<file path="src/asw_consts.svh">
/*
  Constants for the converter sequencer with window detector: register
  addresses, field codes, reset values and timing figures.
  Assumes a 50 MHz system clock and an 8-bit special-function register bus.
*/
// Overview of operation
// RULE1: start source field picks software busy write, timer 1, external rising edge, timer 2.
// RULE2: burst off: converter power simply follows the converter enable bit.
// RULE3: burst on with enable set: converter stays powered, no very low power state.
// RULE4: burst on with enable clear: low power, power up after every start event.
// RULE5: burst power-up delay is (field bits 7:4 plus one) times 200 ns.
// RULE6: tracking mode 01 post, 10 pre, 11 dual; 00 reserved, never written.
// RULE7: post-track lasts 2, 4, 8 or 16 SAR periods plus two system clocks.
// RULE8: window detector compares each result against greater and less limits.
// RULE9: limit ordering decides whether the flag means inside or outside window.
// RULE10: window match flag is software readable and usable as interrupt request.
// RULE11: enable clear keeps converter in shutdown; set makes it ready to convert.
// RULE12: conversion-done flag sets on completion and holds until software clears it.
// RULE13: less limit above greater limit: hit needs greater < result < less, strictly.
// RULE14: window match flag holds until software writes zero; hardware never clears it.
// RULE15: justify bit zero places result right-justified, one left-justified.
`ifndef ASW_CONSTS_SVH
`define ASW_CONSTS_SVH

// ----------------------------------------------------------------
// register addresses
// ----------------------------------------------------------------
`define ASW_ADDR_CONTROL 8'hE8
`define ASW_ADDR_TRACK 8'hBA
`define ASW_ADDR_GREATER_HIGH 8'hC4
`define ASW_ADDR_GREATER_LOW 8'hC3
`define ASW_ADDR_LESS_HIGH 8'hC6
`define ASW_ADDR_LESS_LOW 8'hC5
`define ASW_ADDR_RESULT_HIGH 8'hBE
`define ASW_ADDR_RESULT_LOW 8'hBD

// ----------------------------------------------------------------
// reset values
// ----------------------------------------------------------------
`define ASW_RESET_CONTROL 8'h00
`define ASW_RESET_TRACK 8'hFF
`define ASW_RESET_GREATER 16'hFFFF
`define ASW_RESET_LESS 16'h0000

// ----------------------------------------------------------------
// field codes
// ----------------------------------------------------------------
`define ASW_SRC_SOFTWARE 2'h0
`define ASW_SRC_TIMER1 2'h1
`define ASW_SRC_EXTERNAL 2'h2
`define ASW_SRC_TIMER2 2'h3
`define ASW_TRACK_RESERVED 2'h0
`define ASW_TRACK_POST 2'h1
`define ASW_TRACK_PRE 2'h2
`define ASW_TRACK_DUAL 2'h3

// ----------------------------------------------------------------
// timing
// ----------------------------------------------------------------
`define ASW_CLOCK_MHZ 50
`define ASW_POWERUP_STEP_NS 200
`define ASW_POWERUP_STEP_CYCLES ((`ASW_POWERUP_STEP_NS * `ASW_CLOCK_MHZ + 999) / 1000)
`define ASW_POST_TRACK_EXTRA_CYCLES 2
`define ASW_SAR_DIVIDE_DEFAULT 2

`endif

</file>
<file path="src/asw_pkg.sv">
/*
  Types for the converter sequencer with window detector.
  Assumes asw_consts.svh holds the numeric constants.
*/
package asw_pkg;

  // ----------------------------------------------------------------
  // register layouts
  // ----------------------------------------------------------------
  typedef struct packed {
    logic converterEnable;
    logic burstPowerEnable;
    logic conversionDoneFlag;
    logic conversionBusyBit;
    logic windowMatchFlag;
    logic leftJustifySelect;
    logic [1:0] startSourceSelect;
  } asw_control_type;

  typedef struct packed {
    logic [3:0] burstPowerupTime;
    logic [1:0] trackingModeSelect;
    logic [1:0] postTrackTime;
  } asw_track_type;

  typedef enum logic [3:0] {
    SEQ_IDLE = 4'h1,
    SEQ_POWERUP = 4'h2,
    SEQ_TRACK = 4'h4,
    SEQ_CONVERT = 4'h8
  } asw_seq_type;

  // ----------------------------------------------------------------
  // whole state of the block
  // ----------------------------------------------------------------
  typedef struct packed {
    asw_control_type control;
    asw_track_type track;
    logic [15:0] greaterLimit;
    logic [15:0] lessLimit;
    logic [15:0] result;
    asw_seq_type seq;
    logic [15:0] count;
    logic startPulse;
    logic extPrev;
    logic [7:0] readData;
  } asw_state_type;

  // ----------------------------------------------------------------
  // bus and core carriers
  // ----------------------------------------------------------------
  typedef struct packed {
    logic [7:0] addr;
    logic [7:0] writeData;
    logic writeStrobe;
    logic readStrobe;
  } asw_bus_type;

  typedef struct packed {
    logic powered;
    logic tracking;
    logic startConvert;
  } asw_core_type;

endpackage : asw_pkg

</file>
<file path="src/asw_sequencer.sv">
/*
  Converter sequencer: start selection, burst power-up timing, post-track
  timing, result justification and window compare, with its registers on
  the special-function register bus.
  Assumes all inputs are synchronous to clock, and that the analog core
  pulses coreDone for one clock with coreResult valid when it finishes.
*/
`timescale 1ns/1ns
`include "asw_consts.svh"

module asw_sequencer import asw_pkg::*; #(
  parameter int SAR_DIVIDE = `ASW_SAR_DIVIDE_DEFAULT
) (
  input wire logic clock,
  input wire logic rst,
  input wire logic clockEnable,
  input wire asw_bus_type bus,
  output logic [7:0] readData,
  input wire logic timer1Overflow,
  input wire logic timer2Overflow,
  input wire logic externalConvertStart,
  input wire logic coreDone,
  input wire logic [11:0] coreResult,
  output asw_core_type core,
  output logic conversionDoneRequest,
  output logic windowMatchRequest
);

  // ----------------------------------------------------------------
  // elaboration checks
  // ----------------------------------------------------------------
  // post-track count must fit the 16-bit counter: 16 periods of SAR_DIVIDE
  if (SAR_DIVIDE < 1 || SAR_DIVIDE > 4000) begin : gen_bad_divide
    $error("SAR_DIVIDE out of range");
  end

  localparam logic [15:0] STEP_CYCLES = 16'(`ASW_POWERUP_STEP_CYCLES);
  localparam logic [15:0] SAR_CYCLES = 16'(SAR_DIVIDE);
  localparam logic [15:0] EXTRA_CYCLES = 16'(`ASW_POST_TRACK_EXTRA_CYCLES);

  asw_state_type state_reg;
  asw_state_type state_next;

  logic startEvent;
  logic softwareStart;
  logic [15:0] justified;
  logic [15:0] powerupCycles;
  logic [15:0] postTrackCycles;
  logic postTrackUsed;
  logic windowHit;

  // ----------------------------------------------------------------
  // start selection and timing figures
  // ----------------------------------------------------------------
  assign softwareStart = bus.writeStrobe && bus.addr == `ASW_ADDR_CONTROL && bus.writeData[4]
    && bus.writeData[1:0] == `ASW_SRC_SOFTWARE;

  always_comb begin
    case (state_reg.control.startSourceSelect) // RULE1
      `ASW_SRC_SOFTWARE: startEvent = softwareStart;
      `ASW_SRC_TIMER1: startEvent = timer1Overflow;
      `ASW_SRC_EXTERNAL: startEvent = externalConvertStart && !state_reg.extPrev;
      `ASW_SRC_TIMER2: startEvent = timer2Overflow;
      default: startEvent = 1'b0;
    endcase
  end

  // RULE5
  assign powerupCycles = 16'(({12'h000, state_reg.track.burstPowerupTime} + 16'h0001) * STEP_CYCLES);
  // RULE7
  assign postTrackCycles = 16'((16'h0002 << state_reg.track.postTrackTime) * SAR_CYCLES + EXTRA_CYCLES);
  // pre-tracking tracks before the start, so no interval follows it; the
  // reserved code is treated as post-tracking
  assign postTrackUsed = state_reg.track.trackingModeSelect != `ASW_TRACK_PRE; // RULE6

  // ----------------------------------------------------------------
  // justification and window compare
  // ----------------------------------------------------------------
  always_comb begin
    if (state_reg.control.leftJustifySelect) begin // RULE15
      justified = {coreResult, 4'h0};
    end else begin
      justified = {4'h0, coreResult};
    end
  end

  always_comb begin
    if (state_reg.lessLimit > state_reg.greaterLimit) begin // RULE9
      windowHit = justified > state_reg.greaterLimit && justified < state_reg.lessLimit; // RULE13
    end else begin
      windowHit = justified < state_reg.lessLimit || justified > state_reg.greaterLimit; // RULE9
    end
  end

  // ----------------------------------------------------------------
  // next state
  // ----------------------------------------------------------------
  always_comb begin
    logic conversionFinished;
    conversionFinished = 1'b0;
    state_next = state_reg;
    state_next.startPulse = 1'b0;
    state_next.extPrev = externalConvertStart;

    // register writes
    if (bus.writeStrobe) begin
      case (bus.addr)
        `ASW_ADDR_CONTROL: begin
          state_next.control.converterEnable = bus.writeData[7];
          state_next.control.burstPowerEnable = bus.writeData[6];
          state_next.control.conversionDoneFlag = bus.writeData[5]; // RULE12
          state_next.control.windowMatchFlag = bus.writeData[3]; // RULE14
          state_next.control.leftJustifySelect = bus.writeData[2];
          state_next.control.startSourceSelect = bus.writeData[1:0];
        end
        `ASW_ADDR_TRACK: state_next.track = bus.writeData;
        `ASW_ADDR_GREATER_HIGH: state_next.greaterLimit[15:8] = bus.writeData;
        `ASW_ADDR_GREATER_LOW: state_next.greaterLimit[7:0] = bus.writeData;
        `ASW_ADDR_LESS_HIGH: state_next.lessLimit[15:8] = bus.writeData;
        `ASW_ADDR_LESS_LOW: state_next.lessLimit[7:0] = bus.writeData;
        default: ;
      endcase
    end

    // sequencer; starts are ignored while shut down or already converting
    case (state_reg.seq)
      SEQ_IDLE: begin
        if (startEvent && (state_reg.control.converterEnable || state_reg.control.burstPowerEnable)) begin // RULE11
          state_next.control.conversionBusyBit = 1'b1;
          if (state_reg.control.burstPowerEnable && !state_reg.control.converterEnable) begin // RULE4
            state_next.seq = SEQ_POWERUP;
            state_next.count = powerupCycles; // RULE5
          end else if (postTrackUsed) begin
            state_next.seq = SEQ_TRACK;
            state_next.count = postTrackCycles; // RULE7
          end else begin
            state_next.seq = SEQ_CONVERT;
            state_next.startPulse = 1'b1;
          end
        end
      end
      SEQ_POWERUP: begin
        if (state_reg.count > 16'h0001) begin
          state_next.count = state_reg.count - 16'h0001;
        end else if (postTrackUsed) begin
          state_next.seq = SEQ_TRACK;
          state_next.count = postTrackCycles;
        end else begin
          state_next.seq = SEQ_CONVERT;
          state_next.startPulse = 1'b1;
        end
      end
      SEQ_TRACK: begin
        if (state_reg.count > 16'h0001) begin
          state_next.count = state_reg.count - 16'h0001;
        end else begin
          state_next.seq = SEQ_CONVERT;
          state_next.startPulse = 1'b1;
        end
      end
      SEQ_CONVERT: begin
        if (coreDone) begin
          conversionFinished = 1'b1;
          state_next.seq = SEQ_IDLE;
          state_next.control.conversionBusyBit = 1'b0;
          state_next.result = justified;
        end
      end
      default: begin
        state_next.seq = SEQ_IDLE;
        state_next.control.conversionBusyBit = 1'b0;
      end
    endcase

    // a hardware set in the same cycle as a software clear wins
    if (conversionFinished) begin
      state_next.control.conversionDoneFlag = 1'b1; // RULE12
      if (windowHit) begin
        state_next.control.windowMatchFlag = 1'b1; // RULE8
      end
    end

    // read data is captured into a flop so the bus sees a stable byte
    if (bus.readStrobe) begin
      case (bus.addr)
        `ASW_ADDR_CONTROL: state_next.readData = state_reg.control; // RULE10
        `ASW_ADDR_TRACK: state_next.readData = state_reg.track;
        `ASW_ADDR_GREATER_HIGH: state_next.readData = state_reg.greaterLimit[15:8];
        `ASW_ADDR_GREATER_LOW: state_next.readData = state_reg.greaterLimit[7:0];
        `ASW_ADDR_LESS_HIGH: state_next.readData = state_reg.lessLimit[15:8];
        `ASW_ADDR_LESS_LOW: state_next.readData = state_reg.lessLimit[7:0];
        `ASW_ADDR_RESULT_HIGH: state_next.readData = state_reg.result[15:8];
        `ASW_ADDR_RESULT_LOW: state_next.readData = state_reg.result[7:0];
        default: state_next.readData = 8'h00;
      endcase
    end
  end

  // ----------------------------------------------------------------
  // state register
  // ----------------------------------------------------------------
  always_ff @(posedge clock or posedge rst) begin
    if (rst) begin
      state_reg.control <= `ASW_RESET_CONTROL;
      state_reg.track <= `ASW_RESET_TRACK;
      state_reg.greaterLimit <= `ASW_RESET_GREATER;
      state_reg.lessLimit <= `ASW_RESET_LESS;
      state_reg.result <= 16'h0000;
      state_reg.seq <= SEQ_IDLE;
      state_reg.count <= 16'h0000;
      state_reg.startPulse <= 1'b0;
      state_reg.extPrev <= 1'b0;
      state_reg.readData <= 8'h00;
    end else if (clockEnable) begin
      state_reg <= state_next;
    end
  end

  // ----------------------------------------------------------------
  // outputs
  // ----------------------------------------------------------------
  // all members of the core carrier come from this one process, so it has a single driver
  always_comb begin
    if (!state_reg.control.burstPowerEnable) begin
      core.powered = state_reg.control.converterEnable; // RULE2
    end else begin
      // enable set keeps it up; otherwise only while the sequencer is away from SEQ_IDLE
      core.powered = state_reg.control.converterEnable || state_reg.seq != SEQ_IDLE; // RULE3
    end
    core.tracking = state_reg.seq == SEQ_TRACK
      || (state_reg.seq == SEQ_IDLE && state_reg.track.trackingModeSelect[1] && core.powered); // RULE6
    core.startConvert = state_reg.startPulse;
  end

  assign readData = state_reg.readData;
  assign conversionDoneRequest = state_reg.control.conversionDoneFlag;
  assign windowMatchRequest = state_reg.control.windowMatchFlag; // RULE10

endmodule : asw_sequencer

</file>
<file path="config.mk">
export PLATFORM = sky130hd
export DESIGN_NAME = asw_sequencer
export DESIGN_NICKNAME = d
export VERILOG_FILES = /design/src/asw_pkg.sv /design/src/asw_sequencer.sv
export VERILOG_INCLUDE_DIRS = /design/src
export SDC_FILE = /design/constraint.sdc
export NUM_CORES = 1
export LEC_CHECK = 0
export ABC_AREA = 1
export BUFFER_PORTS_ARGS = -buffer_cell sky130_fd_sc_hd__buf_2
export CAP_MARGIN = 20
export CORE_ASPECT_RATIO = 2
export CORE_MARGIN = 2
export CORE_UTILIZATION = 55
export DETAILED_ROUTE_END_ITERATION = 16
export GPL_ROUTABILITY_DRIVEN = 0
export PLACE_DENSITY = 0.81
export SLEW_MARGIN = 20
export SYNTH_ARGS = -nofsm -noshare
export SYNTH_HDL_FRONTEND = slang
export SYNTH_SLANG_ARGS = --single-unit
export TNS_END_PERCENT = 30
</file>
<file path="constraint.sdc">
create_clock -name clock -period 2.8 [get_ports clock]
set_input_delay 0.28 -clock clock [delete_from_list [all_inputs] [get_ports clock]]
set_output_delay 0.28 -clock clock [all_outputs]
set_load 0.02 [all_outputs]
</file>
## After elaboration in Yosys (flattened, before gate mapping)

Cells that the tools add are included.

- $add $sub $neg: 3
- Multiply operators: 1
- $lt $le $gt $ge: 4
- Equal/unequal tests: 22
- Shift operators: 1
- Mux-type cells: 37
- Bitwise gates (word level): 1
- Reduce and logical (&&, ||, !) cells: 33

Operators with widths:

| cell | count |
|---|---|
| 8-bit equality test, second input constant | 8 |
| 16-bit 2-to-1 mux | 4 |
| 8-bit case mux with 8 select lines | 1 |
| 17-bit case mux with 3 select lines | 1 |
| 44-bit 2-to-1 mux | 1 |
| 8-bit 2-to-1 mux | 5 |
| 16-bit > comparator | 2 |
| 3-bit AND reduction | 8 |
| 21-bit 2-to-1 mux | 1 |
| 20-bit 2-to-1 mux | 1 |
| 4-bit 2-to-1 mux | 5 |
| 16-bit by 2-bit adder with 16-bit output, second input constant | 1 |
| 16-bit by 1-bit > comparator with 1-bit output, second input constant | 1 |
| 16-bit less-than comparator | 1 |
| 4-bit case mux with 4 select lines | 1 |
| 16-bit by 1-bit subtractor with 16-bit output, second input constant | 1 |
| 1-bit 2-to-1 mux | 15 |
| 2-bit by 2-bit left shift with 15-bit output, first input constant | 1 |
| 2-bit inequality test, second input constant | 6 |
| 1-bit logical AND | 9 |
| 5-bit by 3-bit multiplier with 8-bit output, second input constant | 1 |
| 4-bit AND reduction | 2 |
| 4-bit by 1-bit adder with 5-bit output, second input constant | 1 |
| 5-bit AND reduction | 1 |
| other kinds (17) | 24 |

- Register bits after elaboration: 94

## Logic depth before layout (Yosys ltp)

Gate-level depths: netlist of the first run.

- Word-level depth: 8
- Gate-level depth with buffers: 16

## Worst setup path after synthesis of the first run

Ideal clock, no wire load.

- Path type: register -> register
- Start: reg state_reg[84] in the netlist's numbering
- End: reg state_reg[18] in the netlist's numbering
- Setup time: 0.065 ns
- Arrival time: 2.165 ns
- Data required time: 2.735 ns
- Setup slack: 0.570 ns
- Cell stages (with the launch flop): 17
- Period minus slack after synthesis: 2.230 ns
- Cell sequence: dfstp_2 > nand3_1 > xor2_1 > nor2_1 > inv_1 > nand2_1 > inv_1 > ha_1 > inv_1 > fa_1 > o21ai_0 > nand2_1 > nand2_1 > nand3_1 > nand2_1 > nand2_1 > nand2_1

- Cells in the longest elaborated chain, start to end: 5

Ends and longest elaborated chain:

| element | line | RTL |
|---|---|---|
| start: declaration | asw_sequencer.sv:41 | `asw_state_type state_reg;` |
| start signal: assignment | asw_sequencer.sv:215 | `state_reg <= state_next;` |
| 4-bit by 1-bit adder with 5-bit output | asw_sequencer.sv:69 | `assign powerupCycles = 16'(({12'h000, state_reg.track.burstPowerupTime} + 16'h0001) * STEP_CYCLES);` |
| 5-bit by 3-bit multiplier with 8-bit output | asw_sequencer.sv:69 |  |
| 20-bit 2-to-1 mux | asw_sequencer.sv:130 | `if (state_reg.control.burstPowerEnable && !state_reg.control.converterEnable) begin` |
| 21-bit 2-to-1 mux | asw_sequencer.sv:128 | `if (startEvent && (state_reg.control.converterEnable \|\| state_reg.control.burstPowerEnable)) begin` |
| 17-bit case mux with 3 select lines | asw_sequencer.sv:126 | `case (state_reg.seq)` |

Every way passes these cells. The select of a mux whose other input is x is not followed.
A chain may end at the register's enable or synchronous reset.

## Final worst setup path of the first run

- Start: reg state_reg[83] in the netlist's numbering
- End: reg state_reg[18] in the netlist's numbering

The elaborated chain is that of the path after synthesis.

==> results of run 1 <==
## final cells by class
| cell class | instances | area, um2 | share of cell area (%) |
|---|---|---|---|
| Clock buffer | 9 | 225 | 3.07 |
| Inverter | 145 | 546 | 7.44 |
| Clock inverter | 7 | 72.6 | 0.989 |
| Multi-Input combinational cell | 693 | 3630 | 49.5 |
| Sequential cell | 94 | 2380 | 32.5 |
| Tap cell | 147 | 184 | 2.51 |
| Timing Repair Buffer | 54 | 295 | 4.03 |
## critical path: stages (launching register included)
cell and delay, ps:
dfstp_2 570, nand3_1 90, xor2_1 250, nor2_1 110, inv_1 100, nand2_1 60, inv_1 50, ha_1 160
inv_1 60, fa_1 400, o21ai_0 180, nand2_1 80, nand2_1 70, nand3_1 70, nand2_1 80, nand2_1 50
nand2_1 50
## cell families (layout without fill, tap and decap cells)
| family | Yosys count | after routing | share of synthesized area (%) |
|---|---|---|---|
| buffers and inverters | 169 | 215 | 10.1 |
| and+or+nand+nor | 452 | 452 | 28.3 |
| adders and majority gates | 51 | 51 | 9.66 |
| AOI/OAI and AO/OA | 176 | 176 | 14.4 |
| DFF | 94 | 94 | 35.6 |
| xor gates and xnor gates | 14 | 14 | 1.83 |
## layer usage
| layer | track usage [%] | vias to the layer above | wire (um) |
|---|---|---|---|
| met3 | 4.75 | 69 | 1380 |
| met1 | 40.0 | 3027 | 7770 |
| met2 | 43.8 | 320 | 8350 |
| met4 | 16.6 | 0 | 970 |
| met5 | 0 | - | 0 |
| li1 | - | 3171 | - |
## synthesized netlist by cell type (all sizes together), types with 2 or more instances
cell type / number / area [um2]
o211ai: 3 / 22.5
a221oi: 2 / 17.5
dfrtp: 69 / 1730
nor3: 18 / 123
dfstp: 25 / 657
buf: 10 / 78.8
nand4: 13 / 81.3
a21oi: 27 / 146
nand3: 49 / 245
ha: 50 / 626
xor2: 10 / 87.6
or2: 6 / 37.5
xnor2: 4 / 35.0
o21ai: 110 / 551
nand2: 283 / 1070
nand3b: 3 / 22.5
clkinv: 2 / 7.51
nor2: 78 / 303
a21boi: 2 / 18.8
a211oi: 3 / 22.5
a31oi: 4 / 25.0
clkbuf: 14 / 52.6
inv: 143 / 537
o22ai: 21 / 131
## power groups by stage
| stage | Sequential (uW) | Clock [uW] | Combinational (uW) |
|---|---|---|---|
| final | 1530 | 1240 | 703 |
| after global routing | 1540 | 1300 | 792 |
| after CTS | 1530 | 1250 | 691 |
| after detailed placement | 1550 | 0 | 684 |
| after global placement | 1540 | 0 | 662 |
| after floorplan | 1540 | 0 | 493 |
## repair_timing
action / CTS / global route
setup endpoints to repair: 0 / 1
gates resized for setup: 0 / 2
buffers inserted: 0 / 0
## placed cells by master (no fill, tap or decap), types with 7 or more instances in the layout
master     instances
o22ai_1           21
inv_1            132
clkbuf_16          9
dfstp_2           25
inv_2             10
dfrtp_1           68
xor2_1            10
nand3_1           49
nor3_1            14
o21ai_1            7
buf_2             49
nand4_1           13
ha_1              50
nor2_1            74
a21oi_1           26
nand2_1          281
o21ai_0          103
## metrics by stage
stage	total power (uW)	hold slack [ps]	worst slack [ps]
3_3_place_gp	2210	438	370
6_report	3470	43.6	307
2_1_floorplan	2030	397	113
5_1_grt	3630	118	25.0
4_1_cts	3470	76.0	166
3_5_place_dp	2230	445	195
## how the worst min path moves through the flow
stage,to,startpoint,slack [ps],depth (start not counted)
after floorplan,state_reg[8]$_DFFE_PP0P_,externalConvertStart,400,2
after global placement,state_reg[19]$_DFFE_PP0P_,rst,440,2
final,state_reg[19]$_DFFE_PP0P_,rst,40,2
after detailed placement,state_reg[19]$_DFFE_PP0P_,rst,440,2
after CTS,state_reg[19]$_DFFE_PP0P_,rst,80,2
after global routing,state_reg[15]$_DFFE_PP0P_,rst,120,2
==> results.ini, run 1 <==
[setup_path]
arrival_ps = 2790
regToRegSetupSlack_ps = 310
critPathRequiredTime_ps = 3090
worstRegToRegCells = 16
endpoint = state_reg[18]$_DFFE_PP0P_
endpoint_kind = flop
setup.worst_path.start_class = flop
timing.rr.end = state_reg[18]$_DFFE_PP0P_
crit_type = flop to flop
startpoint = state_reg[83]$_DFFE_PP1P_
r2r_start = state_reg[83]$_DFFE_PP1P_
path_max_fanout = 4

[detailed_routing]
drt_iter0_drc = 670
final_antenna_net_count = 0
routed_wl_um = 18500
avgViaCountPerCell = 5.73
vias = 6587
drcViolationCount = 0
avgRoutedWirePerCell_um = 16.1
dr.pass1.iters = 6

[clocking]
clock-sinks = 94
numCtsBuffers = 9
path_clk_slew_ps = 80
cts_hold_buf = 0
cts_max_path_buffers = 2
clock_latency_ps = 360
cts_tree = done
cts-root-buf = clkbuf_16
cts.htree.levels = 3

[global_route]
antenna_found_initial = 0
track_usage_pct = 29.4
grt_pass1_wl_um = 30000
grt_pass1_vias = 6325
grt-ovfl-total = 0
grt_max_degree = 53

[power_and_ir_drop]
seqPwrFrac_pct = 44.0
ir_drop_v = 0.000458
powerDensity_nw_per_um2 = 473
power.share.switching_pct = 33.1
pwr-share-clk_pct = 35.8
combPwrFrac_pct = 20.2
p_int_uw = 2320
p_switching_uw = 1150
leakage_uw = 0.00373

[die]
die_w_um = 82.0
die_h_um = 160
core_um2 = 12000
num_rows = 57
die-area_um2 = 13100
start_util_pct = 55.8
io_pins = 50

[sta]
finalSetupTns_ps = 0
rsz0062_at_grt = false
drv_slew = 0
min_period_ps = 2490
clock_skew_ps = 9.96
relSlewSlack_pct = 46.6
setup_viol = 0
worst_pin_slew_ps = 802
fmax_ghz = 0.401
period_share_pct = 89.1
hold_viol = 0

[placed_design]
place_area_um2 = 7040
dp_hpwl_um = 14200
portBuffers = 49
dp_cells = 1133

[final_layout]
antennaDiodeCount = 0
fin_cells = 1149
area_growth_pct = 9.69
design_area_um2 = 7330
final_core_util_pct = 61.2
final_nets = 1085
fillers = 1090
largest_reg_flops = 83
drive_gt1_share_pct = 12.3

[logic_synthesis]
synth_edf_count = 0
syn_area_um2 = 6690
avgSynthCellArea_um2 = 6.99
async_flop_share_pct = 100
synth_cell_types = 42
ys_seq_elements = 94
syn_nets = 1044
yosysWarnings = 0
seq_area_frac_synth_pct = 35.6
netlist_instances = 956
ys.flop_type = dfrtp_1

[flow_run]
cap_violations = 0

[hold_path]
hold_path.class = primary input to asynchronous set/reset pin

[outcome]
status = completed

(Power assumes the default switching activity.)
==> run 2, diff against run 1 <==
- CORE_ASPECT_RATIO: 2 -> unset
==> run 2 against run 1 <==
- largest cell class unchanged
- sequential power hardly changed
- sequential share of layout area barely moved
- non-clock buffer count grew 2
==> results.ini, run 2 (synthesis results as in run 1) <==
[sta]
min_period_ps = 2500
setup_viol = 0
period_share_pct = 89.3
worst_pin_slew_ps = 662
finalWorstSetupSlack_ps = 299
relSlewSlack_pct = 55.4
rsz0062_at_grt = false
clock_skew_ps = 4.21
finalSetupTns_ps = 0
hold_viol = 0
fmax_ghz = 0.400
drv_slew = 0

[placed_design]
dp_cells = 1135
dp_hpwl_um = 13900
portBuffers = 49
place_ws_ps = 248

[outcome]
status = completed

[hold_path]
hold_path.class = primary input to asynchronous set/reset pin

[final_layout]
layout.cells.most_common = nand2_1
fin_cells = 1151
final_core_util_pct = 61.3
layout_common_cells = 281 x nand2_1, 132 x inv_1, 103 x o21ai_0
largest_reg_flops = 83
final_nets = 1087
area_growth_pct = 9.60
antennaDiodeCount = 0
drive_gt1_share_pct = 12.3

[clocking]
cts_max_path_buffers = 2
cts_hold_buf = 0
cts_tree = done
clock_latency_ps = 340
cts-root-buf = clkbuf_16
clock-sinks = 94
numCtsBuffers = 9
cts.htree.levels = 3
path_clk_slew_ps = 70

[detailed_routing]
routed_wl_um = 18000
vias = 6520
dr.pass1.iters = 6
avgViaCountPerCell = 5.66
drcViolationCount = 0
drt_iter0_drc = 700
final_antenna_net_count = 0
avgRoutedWirePerCell_um = 15.7

[setup_path]
setup.worst_path.start_class = flop
critPathRequiredTime_ps = 3070
path_max_fanout = 16
arrival_ps = 2780
crit_type = flop to flop
endpoint_kind = flop

[die]
io_pins = 50
start_util_pct = 55.9
die_h_um = 114
num_rows = 40
die-area_um2 = 13100
die_w_um = 114
core_um2 = 12000

[global_route]
grt_pass1_vias = 5964
antenna_found_initial = 0
track_usage_pct = 28.9
grt-ovfl-total = 0
grt_max_degree = 95
grt_pass1_wl_um = 29900

[power_and_ir_drop]
ir_drop_v = 0.000299
powerDensity_nw_per_um2 = 463
leakage_uw = 0.00373
total_power_uw = 3390

[flow_run]
cap_violations = 0

-- run 2: power breakdown --
group	switching, uW	internal (uW)	total, uW
Combinational	474	224	698
Sequential	62.1	1470	1530
Clock	536	627	1160
Total	1070	2320	3390
-- run 2: cell type report --
type	count	area, um2
inverters	145	546
fillers	1067	4630
repair buffers	56	310
well taps	147	184
multi-input cells	693	3630
clock inverters	5	35.0
clock buffers	11	243
flip-flops and latches	94	2380
-- run 2: worst max-delay path, cell delays in order, from the launching register on --
cell      delay, ps
dfrtp_1         600
inv_1           300
o21ai_1         320
ha_1            300
a21oi_1         130
nor2_1           60
a211oi_1        190
nand2_1          90
nand2_1          80
nand2_1          50
a21oi_1         110
nand2_1          70
a21oi_1         110
-- run 2: worst paths after layout --
path / end / slack [ps] / depth (start not counted) / startpoint
setup / recovery: windowMatchRequest$_DFFE_PP0P_ / 300 / 12 / state_reg[88]$_DFFE_PP0P_
hold / removal: state_reg[27]$_DFFE_PP0P_ / 30 / 3 / rst
setup reg to reg: windowMatchRequest$_DFFE_PP0P_ / 300 / 12 / state_reg[88]$_DFFE_PP0P_
hold reg to reg: readData[7]$_DFFE_PP0P_ / 480 / 2 / readData[7]$_DFFE_PP0P_
max in group asynchronous: state_reg[66]$_DFFE_PP1P_ / 2360 / 3 / rst
min in group clock: state_reg[8]$_DFFE_PP0P_ / 220 / 3 / externalConvertStart
-- run 2: timing repair --
item	4_1_cts	5_1_grt
buffers inserted	0	0
endpoints found under the hold margin	0	0
setup endpoints to repair	0	1
gates resized for setup	0	1
-- run 2: metrics by stage --
step	hold slack [ps]	instance area, um2
6_report	32.1	7330
5_1_grt	78.6	7330
4_1_cts	64.3	7330
3_5_place_dp	429	7050
3_3_place_gp	428	7050
2_1_floorplan	397	6690
-- run 2: routing by layer --
metal | global-route usage [%] | routed length [um] | share of wire, % | vias to the layer above
met3 | 4.61 | 1700 | 9.4 | 39
li1 | - | - | - | 3183
met2 | 41.8 | 7410 | 41 | 319
met1 | 43.5 | 8390 | 46 | 2979
met4 | 11.1 | 552 | 3.1 | 0
met5 | 0 | 0 | 0 | -
==> run 3, diff against run 2 <==
==> constraint.sdc (replaced) <==
create_clock -name clock -period 2.8 [get_ports clock]
set_input_delay 0.28 -clock clock [delete_from_list [all_inputs] [get_ports clock]]
set_output_delay 0.28 -clock clock [all_outputs]
set_load 0.1 [all_outputs]
==> run 3 against run 2 <==
- final area increased by 0.41%
- combinational power rose by 8.3%
- critical path type unchanged
- highest routed layer unchanged
- die area did not move
- register-to-register slack got worse by 20 ps
- global-route usage increased by 1.2 points
- count of clock-buffer cells in the layout up 1
- largest power group unchanged
- sequential share of layout area shrank 0.13 points
- first-iteration DRC count rose by 24%
==> results.ini, run 3 (synthesis results as in run 1) <==
[setup_path]
crit_type = flop to flop
setup.worst_path.start_class = flop
path_max_fanout = 16
critPathRequiredTime_ps = 3080
endpoint_kind = flop
arrival_ps = 2800

[detailed_routing]
avgViaCountPerCell = 5.75
routed_wl_um = 18900
drcViolationCount = 0
avgRoutedWirePerCell_um = 16.5
drt_iter0_drc = 865
vias = 6606
dr.pass1.iters = 6
final_antenna_net_count = 0

[sta]
rsz0062_at_grt = false
hold_viol = 0
setup_viol = 0
relSlewSlack_pct = 44.7
fmax_ghz = 0.397
finalWorstSetupSlack_ps = 281
clock_skew_ps = 7.38
min_period_ps = 2520
drv_slew = 0
worst_pin_slew_ps = 828
finalSetupTns_ps = 0
period_share_pct = 90.0

[clocking]
path_clk_slew_ps = 70
clock_latency_ps = 350
cts-root-buf = clkbuf_16
numCtsBuffers = 9
cts_setup_buffers = 0
cts.htree.levels = 3
cts_max_path_buffers = 2
cts_hold_buf = 0
clock-sinks = 94
cts_tree = done
cts_resized = 0

[global_route]
grt_max_degree = 49
grt_pass1_vias = 6264
antenna_found_initial = 0
grt_pass1_wl_um = 30800
track_usage_pct = 30.1
grt-ovfl-total = 0

[power_and_ir_drop]
leakage_uw = 0.00373
ir_drop_v = 0.000263
powerDensity_nw_per_um2 = 487
total_power_uw = 3580

[final_layout]
fillers = 1073
drive_gt1_share_pct = 12.3
largest_reg_flops = 83
layout.cells.most_common = nand2_1
area_growth_pct = 10.0
antennaDiodeCount = 0
final_nets = 1085
register_area_um2 = 2380
multi_input_area_um2 = 3640
layout_common_cells = 281 x nand2_1, 132 x inv_1, 103 x o21ai_0
final_core_util_pct = 61.5

[die]
io_pins = 50
die-area_um2 = 13100
die_h_um = 114
num_rows = 40
die_w_um = 114
start_util_pct = 55.9
core_um2 = 12000

[placed_design]
dp_hpwl_um = 14500
portBuffers = 49
place_ws_ps = 286

[outcome]
status = completed

[flow_run]
cap_violations = 0

[hold_path]
hold_path.class = primary input to asynchronous set/reset pin

run 3: layout make-up:
type                            count  area share (%)
Clock buffer                       12            3.49
Clock inverter                      4           0.731
Inverter                          145            7.41
Multi-Input combinational cell    693            49.5
Sequential cell                    94            32.4
Tap cell                          147            2.50
Timing Repair Buffer               54            4.01
run 3: path summary, 6_finish.rpt:
kind | from | endpoint | slack (ps) | cells past startpoint
setup / recovery | state_reg[88]$_DFFE_PP0P_ | windowMatchRequest$_DFFE_PP0P_ | 280 | 10
hold / removal | rst | state_reg[27]$_DFFE_PP0P_ | 70 | 2
setup reg to reg | state_reg[88]$_DFFE_PP0P_ | windowMatchRequest$_DFFE_PP0P_ | 280 | 10
hold reg to reg | readData[3]$_DFFE_PP0P_ | readData[3]$_DFFE_PP0P_ | 480 | 2
max in group asynchronous | rst | state_reg[71]$_DFFE_PP1P_ | 1950 | 3
min in group clock | externalConvertStart | state_reg[8]$_DFFE_PP0P_ | 230 | 3
run 3: power by group:
part | internal [uW] | switching, uW
Clock | 745 | 555
Combinational | 223 | 533
Sequential | 1470 | 62.4
run 3: worst max-delay path: stages (launching register included):
cell and delay (ps):
dfrtp_1 610, inv_1 300, o21ai_0 450, ha_1 350
a21oi_1 150, a21oi_1 80, nor2_1 120, nand2_1 80
a21oi_1 120, nand2_1 80, a21oi_1 110
run 3: through the flow:
stage / std cells / cell area, um2 / hold WS, ps
6_report: 1149 / 7360 / 65.1
5_1_grt: 1149 / 7360 / 132
4_1_cts: 1149 / 7350 / 95.2
3_5_place_dp: 1133 / 7040 / 457
3_3_place_gp: 1133 / 7040 / 453
2_1_floorplan: 956 / 6690 / 397
run 3: per-layer routing:
layer	share of wire [%]	global-route usage (%)	wire length, um	vias up
met5	0	0	0	-
met4	2.6	11.6	494	0
met3	9.1	3.86	1720	42
met2	42	45.2	7970	346
met1	46	44.4	8730	3054
li1	-	-	-	3164
